<file path="src/rtl/coh_pkg.sv">
// Purpose: shared constants for the cache coherence operation controller
// Assumes: AXI4-Lite with 32-bit data, byte addresses in the low 8 bits
// Notes: offsets are byte addresses, one aligned word per register
package coh_pkg;
  localparam int DATA_W = 32;
  localparam int COUNT_W = 16;
  // ************************************************************
  // register offsets
  // ************************************************************
  localparam logic [7:0] OFF_BAR = 8'h00;
  localparam logic [7:0] OFF_WORD_COUNT = 8'h04;
  localparam logic [7:0] OFF_BLK_SEL = 8'h08;
  localparam logic [7:0] OFF_FREEZE = 8'h0c;
  localparam logic [7:0] OFF_L1_INV_ALL = 8'h10;
  localparam logic [7:0] OFF_L1_WB_INV_ALL = 8'h14;
  localparam logic [7:0] OFF_L2_INV_ALL = 8'h18;
  localparam logic [7:0] OFF_L2_WB_INV_ALL = 8'h1c;
  localparam logic [7:0] OFF_L1_WB_ALL = 8'h20;
  localparam logic [7:0] OFF_L2_WB_ALL = 8'h24;
  localparam logic [7:0] OFF_STATUS = 8'h28;
  // ************************************************************
  // field layouts and encodings
  // ************************************************************
  localparam logic [1:0] OP_WB = 2'h0;
  localparam logic [1:0] OP_INV = 2'h1;
  localparam logic [1:0] OP_WB_INV = 2'h2;
  localparam int BLK_SEL_LEVEL_BIT = 2;
  localparam int GLOBAL_CMD_BIT = 0;
  localparam int FREEZE_BIT = 0;
  localparam logic [2:0] BLK_SEL_RESET = 3'h2;
  localparam logic [1:0] RESP_OKAY = 2'h0;
  localparam logic [1:0] RESP_SLVERR = 2'h2;
  // ************************************************************
  // cache geometry
  // ************************************************************
  localparam logic [31:0] LINE_BYTES = 32'h0000_0040;
  localparam logic [31:0] LINE_MASK = 32'hffff_ffc0;
  localparam logic [15:0] WORDS_PER_LINE = 16'h0010;
  localparam logic [15:0] L1_LINES = 16'h0200;
  localparam logic [15:0] L2_LINES = 16'h1000;
  typedef enum logic {ST_IDLE, ST_RUN} state_t;
endpackage

</file>
<file path="src/rtl/coh_ctrl.sv">
// Purpose: block and global cache coherence sequencer with an AXI4-Lite register file
// Assumes: one 10 MHz clock, synchronous active-low reset, cache engine takes one line per handshake
// Notes: block ops walk cache lines from the base address; global ops walk every line index
// How it works
// RL1 - core allocations are held while an invalidating operation runs, keeping level-2 sets consistent.
// RL2 - base address register holds the start; writing a word count launches block operation.
// RL3 - word count reads nonzero while a block operation runs, zero once finished.
// RL4 - writing one to a global command register starts that global operation.
// RL5 - bit zero of a global command register stays set while running, clears when done.
// RL6 - a memory fence stalls the core until the coherence operation completes.
// RL7 - software idles memory, polls or fences, then runs sixteen no-ops before interrupts.
// RL8 - the idle precaution applies to all operations except the writeback-only ones.
// RL9 - software fences, freezes level-1, starts writeback-invalidate, polls, fences, unfreezes.
// RL10 - with level-1 frozen, core traffic proceeds alongside the running operation.
// RL11 - a block operation covers the lines spanning start address plus word count.
`timescale 1ns/1ps
module coh_ctrl (
  input wire logic i_clk,
  input wire logic i_rstn,
  input wire logic i_awvalid,
  output logic o_awready,
  input wire logic [7:0] i_awaddr,
  input wire logic [2:0] i_awprot,
  input wire logic i_wvalid,
  output logic o_wready,
  input wire logic [31:0] i_wdata,
  input wire logic [3:0] i_wstrb,
  output logic o_bvalid,
  input wire logic i_bready,
  output logic [1:0] o_bresp,
  input wire logic i_arvalid,
  output logic o_arready,
  input wire logic [7:0] i_araddr,
  input wire logic [2:0] i_arprot,
  output logic o_rvalid,
  input wire logic i_rready,
  output logic [31:0] o_rdata,
  output logic [1:0] o_rresp,
  input wire logic i_fence_req,
  output logic o_fence_stall,
  output logic o_core_hold,
  output logic o_maint_valid,
  input wire logic i_maint_ready,
  output logic [31:0] o_maint_addr,
  output logic [1:0] o_maint_op,
  output logic o_maint_level,
  output logic o_maint_global
);
  typedef struct packed {
    coh_pkg::state_t fsm;
    logic [31:0] bar;
    logic [15:0] cnt;
    logic [2:0] blk_sel;
    logic freeze;
    logic [5:0] gbusy;
    logic [15:0] lines_left;
    logic aw_have;
    logic [7:0] aw_addr;
    logic w_have;
    logic [31:0] w_data;
    logic [3:0] w_strb;
    logic awready;
    logic wready;
    logic bvalid;
    logic [1:0] bresp;
    logic arready;
    logic rvalid;
    logic [31:0] rdata;
    logic [1:0] rresp;
    logic maint_valid;
    logic [31:0] maint_addr;
    logic [1:0] maint_op;
    logic maint_level;
    logic maint_global;
    logic fence_stall;
    logic core_hold;
  } st_t;

  st_t s_reg;
  st_t s_next;
  logic wr_fire;
  logic rd_fire;
  logic step;
  logic [31:0] wr_val;

  // ************************************************************
  // helpers
  // ************************************************************
  function automatic logic [31:0] merge(input logic [31:0] old, input logic [31:0] nw, input logic [3:0] strb);
    logic [31:0] r;
    r = old;
    for (int i = 0; i < 4; i++) begin
      if (strb[i]) begin
        r[i*8 +: 8] = nw[i*8 +: 8];
      end
    end
    return r;
  endfunction

  function automatic logic invalidates(input logic [1:0] op);
    return (op == coh_pkg::OP_INV) || (op == coh_pkg::OP_WB_INV);
  endfunction

  // lines touched by [bar, bar + 4*cnt); fits in 22 bits for any 16-bit count
  function automatic logic [15:0] span_lines(input logic [31:0] bar, input logic [15:0] cnt);
    logic [31:0] span;
    span = {26'h0, bar[5:0]} + {14'h0, cnt, 2'h0} + 32'h0000_003f;
    return span[21:6];
  endfunction

  assign wr_fire = s_reg.aw_have && s_reg.w_have && !s_reg.bvalid;
  assign rd_fire = i_arvalid && s_reg.arready;
  assign step = s_reg.maint_valid && i_maint_ready;
  assign wr_val = merge(32'h0, s_reg.w_data, s_reg.w_strb);

  // ************************************************************
  // next-state logic
  // ************************************************************
  always_comb begin
    s_next = s_reg;
    // write channels are captured independently, in either order
    if (i_awvalid && s_reg.awready) begin
      s_next.aw_have = 1'b1;
      s_next.aw_addr = i_awaddr;
      s_next.awready = 1'b0;
    end
    if (i_wvalid && s_reg.wready) begin
      s_next.w_have = 1'b1;
      s_next.w_data = i_wdata;
      s_next.w_strb = i_wstrb;
      s_next.wready = 1'b0;
    end
    if (s_reg.bvalid && i_bready) begin
      s_next.bvalid = 1'b0;
      s_next.awready = 1'b1;
      s_next.wready = 1'b1;
    end
    // line walk: valid is held until the engine takes the line
    if (step) begin
      if (s_reg.lines_left == 16'h0001) begin
        s_next.fsm = coh_pkg::ST_IDLE;
        s_next.maint_valid = 1'b0;
        s_next.gbusy = 6'h00; // [RL5]
        s_next.cnt = 16'h0000; // [RL3]
        s_next.lines_left = 16'h0000;
      end else begin
        s_next.lines_left = s_reg.lines_left - 16'h0001;
        // never reaches zero early, so polling cannot see a false finish
        s_next.cnt = (s_reg.cnt > coh_pkg::WORDS_PER_LINE) ? s_reg.cnt - coh_pkg::WORDS_PER_LINE : 16'h0001; // [RL3]
        s_next.maint_addr = s_reg.maint_addr + (s_reg.maint_global ? 32'h0000_0001 : coh_pkg::LINE_BYTES); // [RL11]
      end
    end
    // register writes; launches only from idle, a busy write is dropped except to the freeze register
    if (wr_fire) begin
      s_next.bvalid = 1'b1;
      s_next.bresp = coh_pkg::RESP_OKAY;
      s_next.aw_have = 1'b0;
      s_next.w_have = 1'b0;
      case (s_reg.aw_addr)
        coh_pkg::OFF_BAR: begin
          if (s_reg.fsm == coh_pkg::ST_IDLE) begin
            s_next.bar = merge(s_reg.bar, s_reg.w_data, s_reg.w_strb); // [RL2]
          end
        end
        coh_pkg::OFF_WORD_COUNT: begin
          if ((s_reg.fsm == coh_pkg::ST_IDLE) && (wr_val[15:0] != 16'h0000)) begin
            s_next.cnt = wr_val[15:0]; // [RL2]
            s_next.fsm = coh_pkg::ST_RUN;
            s_next.lines_left = span_lines(s_reg.bar, wr_val[15:0]); // [RL11]
            s_next.maint_valid = 1'b1;
            s_next.maint_addr = s_reg.bar & coh_pkg::LINE_MASK; // [RL11]
            s_next.maint_op = s_reg.blk_sel[1:0];
            s_next.maint_level = s_reg.blk_sel[coh_pkg::BLK_SEL_LEVEL_BIT];
            s_next.maint_global = 1'b0;
          end
        end
        coh_pkg::OFF_BLK_SEL: begin
          if (s_reg.fsm == coh_pkg::ST_IDLE) begin
            // the unused op code folds onto writeback-invalidate
            s_next.blk_sel = {wr_val[2], (wr_val[1:0] == 2'h3) ? coh_pkg::OP_WB_INV : wr_val[1:0]};
          end
        end
        coh_pkg::OFF_FREEZE: begin
          if (s_reg.w_strb[0]) begin
            s_next.freeze = s_reg.w_data[coh_pkg::FREEZE_BIT];
          end
        end
        coh_pkg::OFF_L1_INV_ALL, coh_pkg::OFF_L1_WB_INV_ALL, coh_pkg::OFF_L2_INV_ALL,
        coh_pkg::OFF_L2_WB_INV_ALL, coh_pkg::OFF_L1_WB_ALL, coh_pkg::OFF_L2_WB_ALL: begin
          if ((s_reg.fsm == coh_pkg::ST_IDLE) && wr_val[coh_pkg::GLOBAL_CMD_BIT]) begin
            s_next.fsm = coh_pkg::ST_RUN; // [RL4]
            s_next.maint_valid = 1'b1;
            s_next.maint_addr = 32'h0000_0000;
            s_next.maint_global = 1'b1;
            case (s_reg.aw_addr)
              coh_pkg::OFF_L1_INV_ALL: begin
                s_next.gbusy = 6'h01;
                s_next.maint_op = coh_pkg::OP_INV;
                s_next.maint_level = 1'b0;
              end
              coh_pkg::OFF_L1_WB_INV_ALL: begin
                s_next.gbusy = 6'h02;
                s_next.maint_op = coh_pkg::OP_WB_INV;
                s_next.maint_level = 1'b0;
              end
              coh_pkg::OFF_L2_INV_ALL: begin
                s_next.gbusy = 6'h04;
                s_next.maint_op = coh_pkg::OP_INV;
                s_next.maint_level = 1'b1;
              end
              coh_pkg::OFF_L2_WB_INV_ALL: begin
                s_next.gbusy = 6'h08;
                s_next.maint_op = coh_pkg::OP_WB_INV;
                s_next.maint_level = 1'b1;
              end
              coh_pkg::OFF_L1_WB_ALL: begin
                s_next.gbusy = 6'h10;
                s_next.maint_op = coh_pkg::OP_WB;
                s_next.maint_level = 1'b0;
              end
              default: begin
                s_next.gbusy = 6'h20;
                s_next.maint_op = coh_pkg::OP_WB;
                s_next.maint_level = 1'b1;
              end
            endcase
            s_next.lines_left = s_next.maint_level ? coh_pkg::L2_LINES : coh_pkg::L1_LINES;
          end
        end
        coh_pkg::OFF_STATUS: begin
          s_next.bresp = coh_pkg::RESP_OKAY;
        end
        default: begin
          s_next.bresp = coh_pkg::RESP_SLVERR;
        end
      endcase
    end
    // reads answer one cycle after the address is taken
    if (s_reg.rvalid && i_rready) begin
      s_next.rvalid = 1'b0;
      s_next.arready = 1'b1;
    end
    if (rd_fire) begin
      s_next.arready = 1'b0;
      s_next.rvalid = 1'b1;
      s_next.rresp = coh_pkg::RESP_OKAY;
      s_next.rdata = 32'h0000_0000;
      case (i_araddr)
        coh_pkg::OFF_BAR: s_next.rdata = s_reg.bar;
        coh_pkg::OFF_WORD_COUNT: s_next.rdata = {16'h0000, s_reg.cnt}; // [RL3] [RL9]
        coh_pkg::OFF_BLK_SEL: s_next.rdata = {29'h0, s_reg.blk_sel};
        coh_pkg::OFF_FREEZE: s_next.rdata = {31'h0, s_reg.freeze};
        coh_pkg::OFF_L1_INV_ALL: s_next.rdata = {31'h0, s_reg.gbusy[0]}; // [RL5]
        coh_pkg::OFF_L1_WB_INV_ALL: s_next.rdata = {31'h0, s_reg.gbusy[1]}; // [RL5]
        coh_pkg::OFF_L2_INV_ALL: s_next.rdata = {31'h0, s_reg.gbusy[2]}; // [RL5]
        coh_pkg::OFF_L2_WB_INV_ALL: s_next.rdata = {31'h0, s_reg.gbusy[3]}; // [RL5]
        coh_pkg::OFF_L1_WB_ALL: s_next.rdata = {31'h0, s_reg.gbusy[4]};
        coh_pkg::OFF_L2_WB_ALL: s_next.rdata = {31'h0, s_reg.gbusy[5]};
        coh_pkg::OFF_STATUS: begin
          s_next.rdata = {25'h0, s_reg.core_hold, s_reg.fence_stall, s_reg.maint_global,
                          s_reg.maint_level, s_reg.maint_op, s_reg.fsm == coh_pkg::ST_RUN};
        end
        default: s_next.rresp = coh_pkg::RESP_SLVERR;
      endcase
    end
    // fence holds the core while any maintenance is outstanding
    s_next.fence_stall = i_fence_req && (s_next.fsm == coh_pkg::ST_RUN); // [RL6]
    // writeback-only work and a frozen level-1 let core traffic run alongside
    s_next.core_hold = s_next.fsm == coh_pkg::ST_RUN && invalidates(s_next.maint_op) && !s_next.freeze; // [RL1] [RL10]
  end

  // state register
  always_ff @(posedge i_clk) begin
    if (!i_rstn) begin
      s_reg <= '0;
      s_reg.awready <= 1'b1;
      s_reg.wready <= 1'b1;
      s_reg.arready <= 1'b1;
      s_reg.blk_sel <= coh_pkg::BLK_SEL_RESET;
    end else begin
      s_reg <= s_next;
    end
  end

  assign o_awready = s_reg.awready;
  assign o_wready = s_reg.wready;
  assign o_bvalid = s_reg.bvalid;
  assign o_bresp = s_reg.bresp;
  assign o_arready = s_reg.arready;
  assign o_rvalid = s_reg.rvalid;
  assign o_rdata = s_reg.rdata;
  assign o_rresp = s_reg.rresp;
  assign o_fence_stall = s_reg.fence_stall;
  assign o_core_hold = s_reg.core_hold;
  assign o_maint_valid = s_reg.maint_valid;
  assign o_maint_addr = s_reg.maint_addr;
  assign o_maint_op = s_reg.maint_op;
  assign o_maint_level = s_reg.maint_level;
  assign o_maint_global = s_reg.maint_global;
endmodule

</file>
<file path="config.mk">
export PLATFORM = sky130hd
export DESIGN_NAME = coh_ctrl
export DESIGN_NICKNAME = d
export VERILOG_FILES = /design/src/rtl/coh_pkg.sv /design/src/rtl/coh_ctrl.sv
export SDC_FILE = /design/constraint.sdc
export NUM_CORES = 1
export LEC_CHECK = 0
export BUFFER_PORTS_ARGS = -buffer_cell sky130_fd_sc_hd__buf_4
export CORE_ASPECT_RATIO = 1.4
export CORE_MARGIN = 1
export CORE_UTILIZATION = 52
export CTS_CLUSTER_SIZE = 24
export DETAILED_ROUTE_END_ITERATION = 8
export GPL_TIMING_DRIVEN = 0
export PLACE_DENSITY = 0.77
export RECOVER_POWER = 50
export SLEW_MARGIN = 20
export SYNTH_ARGS = -nofsm -noshare
export SYNTH_HDL_FRONTEND = slang
export SYNTH_SLANG_ARGS = --single-unit
</file>
<file path="constraint.sdc">
create_clock -name i_clk -period 3.3 [get_ports i_clk]
set_clock_uncertainty 0.2 [all_clocks]
set_input_delay 0.825 -clock i_clk [delete_from_list [all_inputs] [get_ports i_clk]]
set_output_delay 0.825 -clock i_clk [all_outputs]
set_load 0.03 [all_outputs]
</file>
==> impl_metrics.tcl, run 1 <==
set metrics [dict create \
    post-cts-setup-buffers 0 \
    via_count 9164 \
    finalSetupViolations 0 \
    reg2regPathDepth 11 \
    min-delay-start "o_rdata[18]$_SDFFE_PN0P_" \
    synth_edf_count 0 \
    drt_iter0_drc 808 \
    dpl.hpwl_um 20900 \
    ir_drop_v 0.000291 \
    ys_seq_area_frac 0.408 \
    grt_pass1_vias 8755 \
    clkTransAtPathRegs_ns 0.07 \
    layout.nets 1460 \
    route.detailed.drc 0 \
    yosysWarnings 0 \
    cellPowerDensity_nw_per_um2 438 \
    min_to "o_rdata[18]$_SDFFE_PN0P_" \
    syn-cell-area_um2 9760 \
    post_synth_fa_ha_maj_area_fraction 0.0192 \
    cts_tree "yes" \
    synth_cell_types 72 \
    outcome "finished clean" \
    fin_ws_ns 0.145 \
    endpoint_kind "flop" \
    r2r_start "s_reg[80]$_SDFFE_PN0P_" \
    rsz0062_at_grt "no" \
    cts_root_buf "clkbuf_16" \
    place_congestion 0.977 \
    power.total_w 0.00502 \
    syn_avg_cell_area_um2 7.99 \
    areaGrowthSynthToFinish_pct 17.5 \
    initial_core_util 0.538 \
    maxCapViolations 0 \
    cts_sinks 199 \
    synth_compound_area_frac 0.164 \
    wl_um 27700 \
    cp_max_fo 11 \
    worst_ep_required_time_ns 3.41 \
    place_ws_ns -0.659 \
    finalHoldViolCount 0 \
    cts_hold_buf 0 \
    largest_reg_flops 121 \
    leakage_nw 4.23 \
    numCtsBuffers 17 \
    core-area_um2 18100 \
    cts_max_level 4 \
    grt_pass1_wl_um 44000 \
    antenna_found_initial 0 \
    hold_class "flop to flop" \
    cts_buffer_depth 2 \
    worstMarginPinSlew_ns 0.952 \
    criticalPathCategory "flop to flop" \
    grt-ovfl-total 0 \
    num_io_pins 147 \
    synth.mux.area_fraction 0.00910 \
    synth_top_family_by_area "simple AND/OR/NAND/NOR gates" \
    slew_viol_final 0 \
    synth_flop_cell "dfxtp_1" \
    die_width_um 118 \
    die_area_um2 19300 \
    dr.pass1.iters 5 \
    synth-simple-area-share 0.252 \
    clk_latency_ns 0.44 \
    whs_path_depth 2 \
    die_h_um 164 \
    start_kind "flop" \
    fp-row-count 58 \
    synth-async-reset-ratio 0 \
    grt_max_degree 18 \
    r2r-end "s_reg[136]$_SDFF_PN0_" \
    drive_gt1_frac 0.160 \
    layout_min_cycle_time_ns 3.15 \
    fmaxAchievable_ghz 0.317 \
    period_share 0.956 \
    diodes 0 \
    r2r_slack_ns 0.15 \
    portBuffers 137 \
    ys_ff_latch 199 \
    detail-route-antenna-nets 0 \
    grt_usage 0.292 \
    synth_xor_area_frac 0.0565 \
    synth_cells 1222 \
    viasPerCell 5.62 \
    timing.slew.headroom 0.365 \
    arrival_ns 3.26 \
    routedWlPerCell_um 17.0 \
]
[critical path: stages, from the launching register on]
cell       delay, ns
dfxtp_4         0.42
clkbuf_4        0.24
nand2_1         0.12
ha_1            0.29
inv_1           0.04
ha_1            0.28
nand4b_1        0.19
a21o_1          0.26
a2111oi_2       0.42
nand3_1         0.18
xnor2_1         0.26
o22ai_1         0.12
[per-layer routing]
metal	global-route usage	routed length, um
met1	0.340	11200
met4	0.189	1480
met2	0.494	13300
met3	0.0521	1720
met5	0	0
[cell usage after synthesis (21+ instances only)]
cell / number / share of area
nand2_1: 266 / 0.10
dfxtp_1: 199 / 0.41
a21oi_1: 129 / 0.066
buf_4: 73 / 0.056
nor2_1: 56 / 0.022
nand3_1: 55 / 0.028
o21ai_0: 47 / 0.024
clkbuf_1: 42 / 0.016
xor2_1: 35 / 0.031
xnor2_1: 28 / 0.025
nor3_1: 26 / 0.013
and2_1: 21 / 0.013
inv_1: 21 / 0.0081
[final cells by class]
class                   count  area (um2)
multi-input cells         867        4910
inverters                  22        82.6
plain buffers             134         801
clock inverters            12         163
repair buffers            137         769
clock buffers              19         453
fillers                  1714        6680
flip-flops and latches    199        3990
well taps                 240         300
[layout by cell type, fill, tap and decap left out, drive strengths merged, types with 12 or more instances in the layout]
master / instances
nand3: 55
nor4: 14
a21o: 12
nand4: 12
and2: 21
a22oi: 19
nor3: 27
dfxtp: 199
clkbuf: 143
buf: 147
nor2: 56
xor2: 35
xnor2: 28
ha: 15
inv: 27
o22ai: 12
nand2: 266
a21oi: 129
o21ai: 53
[timing repair]
action                     4_1_cts  5_1_grt
gates cloned                     0        0
gates resized for setup          5        3
setup endpoints to repair       12        3
[metrics by stage]
stage,hold slack [ns],utilization,std cells,instance area (um2),setup TNS [ns]
6_report,0.253,0.632,1630,11500,0
4_1_cts,0.256,0.646,1630,11700,0
2_1_floorplan,0.232,-,1223,9760,0
5_1_grt,0.269,0.632,1630,11500,0
3_5_place_dp,0.246,0.612,1600,11100,-6.65
3_3_place_gp,0.241,0.611,1600,11100,-5.52
[worst max path at each step]
stage | start | to | slack (ns)
after floorplan | s_reg[80]$_SDFFE_PN0P_ | s_reg[137]$_SDFF_PN0_ | 0.24
after global placement | s_reg[80]$_SDFFE_PN0P_ | s_reg[136]$_SDFF_PN0_ | -0.62
after detailed placement | s_reg[80]$_SDFFE_PN0P_ | s_reg[136]$_SDFF_PN0_ | -0.66
after CTS | s_reg[80]$_SDFFE_PN0P_ | s_reg[136]$_SDFF_PN0_ | 0.02
after global routing | s_reg[80]$_SDFFE_PN0P_ | s_reg[136]$_SDFF_PN0_ | 0.05
final | s_reg[80]$_SDFFE_PN0P_ | s_reg[136]$_SDFF_PN0_ | 0.15
[cell families after synthesis]
| logic type | Yosys count |
|---|---|
| xor+xnor | 63 |
| flops | 199 |
| simple gates | 513 |
| other cells | 1 |
| buf+inv | 157 |
| fa+ha+maj | 15 |
| mux | 7 |
| compound gates | 267 |
[power breakdown]
group,switching [W],leakage (nW),internal (W),total [W]
Combinational,0.000223,2.32,0.000124,0.000347
Clock,0.000952,0.297,0.00124,0.00219
Sequential,0.0000444,1.61,0.00244,0.00248
Note: power is estimated with default switching activity, not from simulation.
==> run 2, diff against run 1 <==
- CORE_UTILIZATION: 52 -> 57
- PLACE_DENSITY: 0.77 -> 0.8
- clock period: 3.3 -> 3.1 ns (I/O delays scaled with it)
==> run 2 against run 1 <==
- maximum frequency up 4.8%
- count of clock-buffer cells in the layout unchanged
- combinational power up 8.6%
- sequential power up 6%
- highest routed layer unchanged
- core utilization up 5.7 points
- critical path depth unchanged
- total power up 9.4%
- critical path type unchanged
- global-route usage up 2.1 points
- sequential share of layout area down 0.22 points
- via count about the same
==> impl_metrics.tcl, run 2 (synthesis results as in run 1) <==
set metrics [dict create \
    cts_sinks 199 \
    r2r_start "s_reg[80]$_SDFFE_PN0P_" \
    areaGrowthSynthToFinish_pct 18.2 \
    layout_common_cells "266 x nand2_1, 198 x dfxtp_1, 135 x buf_4, 128 x a21oi_1, 116 x clkbuf_1" \
    endpoint_kind "flop" \
    n_fill_cell 1451 \
    grt_max_degree 18 \
    min-delay-start "o_rdata[28]$_SDFFE_PN0P_" \
    die_area_um2 17700 \
    worst_ep_required_time_ns 3.23 \
    r2r-end "s_reg[137]$_SDFF_PN0_" \
    whs_path_depth 2 \
    hold_class "flop to flop" \
    grt_pass1_vias 8593 \
    dpl.hpwl_um 20600 \
    leakage_nw 4.26 \
    drive_gt1_frac 0.163 \
    layout.nets 1464 \
    drt_iter0_drc 833 \
    layout_min_cycle_time_ns 3.01 \
    clkTransAtPathRegs_ns 0.07 \
    antenna_found_initial 0 \
    cts_tree "yes" \
    dr.pass1.iters 6 \
    cts_root_buf "clkbuf_16" \
    slew_viol_final 0 \
    min_to "o_rdata[28]$_SDFFE_PN0P_" \
    core-area_um2 16700 \
    whs_ns 0.251 \
    cts_hold_buf 0 \
    ir_drop_v 0.000344 \
    criticalPathCategory "flop to flop" \
    die_width_um 113 \
    grt-ovfl-total 0 \
    grt_usage 0.312 \
    clk_latency_ns 0.44 \
    detail-route-antenna-nets 0 \
    place_congestion 0.989 \
    slowest_delay_ns 0.40 \
    route.detailed.drc 0 \
    place_ws_ns -0.706 \
    num_io_pins 147 \
    via_count 9168 \
    finalHoldViolCount 0 \
    outcome "finished clean" \
    cts_buffer_depth 2 \
    critPathBufInv 2 \
    fp-row-count 56 \
    routedWlPerCell_um 17.1 \
    grt_pass1_wl_um 42800 \
    start_kind "flop" \
    initial_core_util 0.583 \
    cp_top_family "compound AO/OA/AOI/OAI gates" \
    cts_max_level 4 \
    reg2regPathDepth 11 \
    critPathSlowestCell "a2111oi_4" \
    arrival_ns 3.14 \
    finalSetupViolations 0 \
    cp_max_fo 10 \
    final_common_cell "nand2_1" \
    rsz0062_at_grt "no" \
    crit_chain "buf_6 -> nand2_1 -> ha_1 -> inv_1 -> ha_1 -> nand4b_1 -> a21o_1 -> a2111oi_4 -> nand4_1 -> xor2_2 -> o22ai_2" \
    numCtsBuffers 17 \
    diodes 0 \
    timing.slew.headroom 0.419 \
    fmaxAchievable_ghz 0.332 \
    fin_ws_ns 0.0908 \
    maxCapViolations 0 \
    wl_um 27400 \
    r2r_slack_ns 0.09 \
    worstMarginPinSlew_ns 0.872 \
    cp_common_cell "ha_1" \
    cellPowerDensity_nw_per_um2 476 \
    portBuffers 137 \
    period_share 0.971 \
    largest_reg_flops 121 \
    viasPerCell 5.74 \
    die_h_um 157 \
]
==> run 2: cell count changes in the layout (fill, tap and decap cells not counted), sizes merged <==
cell      change
clkbuf        -1
inv           -3
clkinvlp      +1
buf           +5
bufinv        +2
clkinv        +1
==> run 2: timing repair <==
item / 4_1_cts / 5_1_grt
gates resized for setup: 8 / 8
setup endpoints to repair: 13 / 44
pin swaps: 0 / 5
setup buffers: 0 / 4
==> run 2: power breakdown <==
part | internal (W) | leakage [nW] | switching [W]
Sequential | 0.00260 | 1.61 | 0.0000466
Clock | 0.00147 | 0.312 | 0.00101
Combinational | 0.000135 | 2.34 | 0.000241
==> run 2: layout make-up <==
cell class                 count  area, um2  area share
multi-input combinational    867       4960       0.430
sequential                   199       3990       0.346
buffer                       134        805      0.0697
timing repair buffer         141        785      0.0680
clock buffer                  19        443      0.0384
tap                          203        254      0.0220
clock inverter                13        219      0.0190
inverter                      22       82.6     0.00716
==> run 2: worst max-delay path by stage <==
stage / from / end / cells after the start
4_1_cts: s_reg[80]$_SDFFE_PN0P_ / s_reg[136]$_SDFF_PN0_ / 11
6_report: s_reg[80]$_SDFFE_PN0P_ / s_reg[137]$_SDFF_PN0_ / 11
2_1_floorplan: s_reg[80]$_SDFFE_PN0P_ / s_reg[137]$_SDFF_PN0_ / 12
3_3_place_gp: s_reg[80]$_SDFFE_PN0P_ / s_reg[136]$_SDFF_PN0_ / 12
5_1_grt: s_reg[84]$_SDFFE_PN0P_ / s_reg[137]$_SDFF_PN0_ / 9
3_5_place_dp: s_reg[80]$_SDFFE_PN0P_ / s_reg[136]$_SDFF_PN0_ / 12
==> run 2: through the flow <==
step / instances / utilization / power, W / cell area [um2] / setup TNS [ns]
floorplan: 1223 / - / 0.00290 / 9760 / 0
CTS: 1594 / 0.701 / 0.00549 / 11700 / -0.00596
global placement: 1563 / 0.660 / 0.00307 / 11000 / -9.37
detailed placement: 1563 / 0.660 / 0.00307 / 11100 / -9.94
global route: 1598 / 0.689 / 0.00564 / 11500 / 0
finish: 1598 / 0.689 / 0.00550 / 11500 / 0
==> run 2: metal layers <==
| layer | global-route usage | up-vias | routed length (um) |
|---|---|---|---|
| met3 | 0.0647 | 95 | 1980 |
| met4 | 0.173 | 0 | 1370 |
| met5 | 0 | - | 0 |
| li1 | - | 4462 | - |
| met1 | 0.354 | 4203 | 10500 |
| met2 | 0.547 | 408 | 13600 |
==> run 2: tightest hold or removal path: stages, from the launching register on <==
cell     delay, ns
dfxtp_1       0.31
nand2_1       0.05
a21oi_1       0.05
==> run 3, diff against run 2 <==
- clock period: 3.1 -> 2.9 ns (I/O delays scaled with it)
==> run 3 against run 2 <==
- clock power fell by 9.7%
- global-route usage shrank 0.19 points
- routed wire length is 0.21% lower
- first-iteration DRC count is 27% lower
- design area grew 0.33%
- highest routed layer unchanged
==> impl_metrics.tcl, run 3 (synthesis results as in run 1) <==
set metrics [dict create \
    endpoint_kind "flop" \
    route.detailed.drc 0 \
    final_area_um2 11600 \
    num_io_pins 147 \
    slew_viol_final 0 \
    switching_share 0.255 \
    initial_core_util 0.583 \
    grt-ovfl-total 0 \
    cts_hold_buf 0 \
    pwr-share-seq 0.516 \
    fmaxAchievable_ghz 0.354 \
    cts_buffer_depth 2 \
    cts_tree "yes" \
    die_h_um 157 \
    routedWlPerCell_um 17.0 \
    arrival_ns 2.95 \
    grt_usage 0.311 \
    p_int_w 0.00408 \
    cp_top_family "compound AO/OA/AOI/OAI gates" \
    diodes 0 \
    viasPerCell 5.71 \
    clk_latency_ns 0.45 \
    layout_min_cycle_time_ns 2.82 \
    power.total_w 0.00548 \
    period_share 0.973 \
    worst-path-stages 11 \
    leakage_nw 4.29 \
    dpl.hpwl_um 20400 \
    critPathSlowestCell "a2111oi_4" \
    post-route-util 0.691 \
    layout.nets 1471 \
    detail-route-antenna-nets 0 \
    grt_max_degree 18 \
    largest_reg_flops 121 \
    cp_common_cell "ha_4" \
    slowest_delay_ns 0.39 \
    finalHoldViolCount 0 \
    rsz0062_at_grt "no" \
    cts_sinks 199 \
    core-area_um2 16700 \
    crit_start "s_reg[80]$_SDFFE_PN0P_" \
    areaGrowthSynthToFinish_pct 18.6 \
    wl_um 27300 \
    antenna_found_initial 0 \
    dr.pass1.iters 5 \
    grt_pass1_vias 8360 \
    layout_common_cells "264 x nand2_1, 196 x dfxtp_1, 141 x buf_4, 127 x a21oi_1, 112 x clkbuf_1" \
    cts_root_buf "clkbuf_16" \
    die_area_um2 17700 \
    whs_ns 0.254 \
    whs_path_depth 2 \
    die_width_um 113 \
    cellPowerDensity_nw_per_um2 473 \
    cts_max_level 4 \
    r2r_slack_ns 0.08 \
    critPathBufInv 2 \
    timing.slew.headroom 0.381 \
    outcome "finished clean" \
    criticalPathCategory "flop to flop" \
    worst_ep_required_time_ns 3.03 \
    grt_pass1_wl_um 42300 \
    maxCapViolations 0 \
    drive_gt1_frac 0.177 \
    p_sw_w 0.00140 \
    ir_drop_v 0.000354 \
    drt_iter0_drc 609 \
    numCtsBuffers 17 \
    clkTransAtPathRegs_ns 0.07 \
    start_kind "flop" \
    finalSetupViolations 0 \
    portBuffers 137 \
    r2r_start "s_reg[80]$_SDFFE_PN0P_" \
    place_area_um2 11100 \
    cp_max_fo 6 \
    final_common_cell "nand2_1" \
    min-delay-start "o_rdata[18]$_SDFFE_PN0P_" \
    via_count 9158 \
    crit_chain "clkbuf_16 -> nand2_4 -> ha_4 -> inv_2 -> ha_4 -> nand4b_1 -> a21o_4 -> a2111oi_4 -> nand4_1 -> xor2_2 -> o22ai_2" \
    combPwrFrac 0.076 \
    reg2regPathDepth 11 \
    hold_class "flop to flop" \
    place_congestion 0.952 \
    pwr-share-clk 0.408 \
    fp-row-count 56 \
    n_fill_cell 1453 \
    worstMarginPinSlew_ns 0.928 \
    finalSetupTns_ns 0 \
]
run 3: path summary, 6_finish.rpt:
kind                                            endpoint
worst max-delay path               s_reg[137]$_SDFF_PN0_
worst min register to register  o_rdata[18]$_SDFFE_PN0P_
worst max register to register     s_reg[137]$_SDFF_PN0_
worst min-delay path            o_rdata[18]$_SDFFE_PN0P_
run 3: worst register-to-register path: cells and delay by family (launching register included):
family                   cells  cell delay, ns
XOR/XNOR                     1            0.25
adder cells (fa/ha/maj)      2            0.51
buffers and inverters        2            0.18
AO/OA/AOI/OAI                3            0.75
flip-flops                   1            0.37
AND/OR/NAND/NOR              3            0.43
run 3: cell type report:
cell class	instances	area (um2)	share of cell area
plain buffers	134	821	0.0709
clock buffers	19	453	0.0391
clock inverters	13	97.6	0.00843
inverters	22	82.6	0.00713
multi-input cells	867	5040	0.435
flip-flops and latches	199	3990	0.345
well taps	203	254	0.0219
repair buffers	148	838	0.0724
run 3: layer usage:
layer  vias up  global-route usage  routed length [um]
met4         0               0.172                1280
met2       388               0.543               13600
met5         -                   0                   0
met3        76              0.0414                1730
met1      4215               0.366               10700
li1       4479                   -                   -
run 3: power groups by stage:
stage	clock network (W)	logic, W	registers, W
2_1_floorplan	0	0.000225	0.00288
3_3_place_gp	0	0.000393	0.00288
3_5_place_dp	0	0.000398	0.00288
4_1_cts	0.00224	0.000411	0.00282
5_1_grt	0.00236	0.000450	0.00283
6_report	0.00224	0.000414	0.00283
run 3: through the flow:
stage,std cells,setup slack (ns)
final,1605,0.0783
after global routing,1605,0.00127
after CTS,1601,0.00449
after detailed placement,1563,-0.562
after global placement,1563,-0.568
after floorplan,1223,0.0781
run 3: what timing repair did:
| action | 4_1_cts | 5_1_grt |
|---|---|---|
| gates resized for setup | 16 | 17 |
| endpoints found under the setup margin | 46 | 34 |
| buffers inserted | 6 | 5 |
| pin swaps | 7 | 7 |
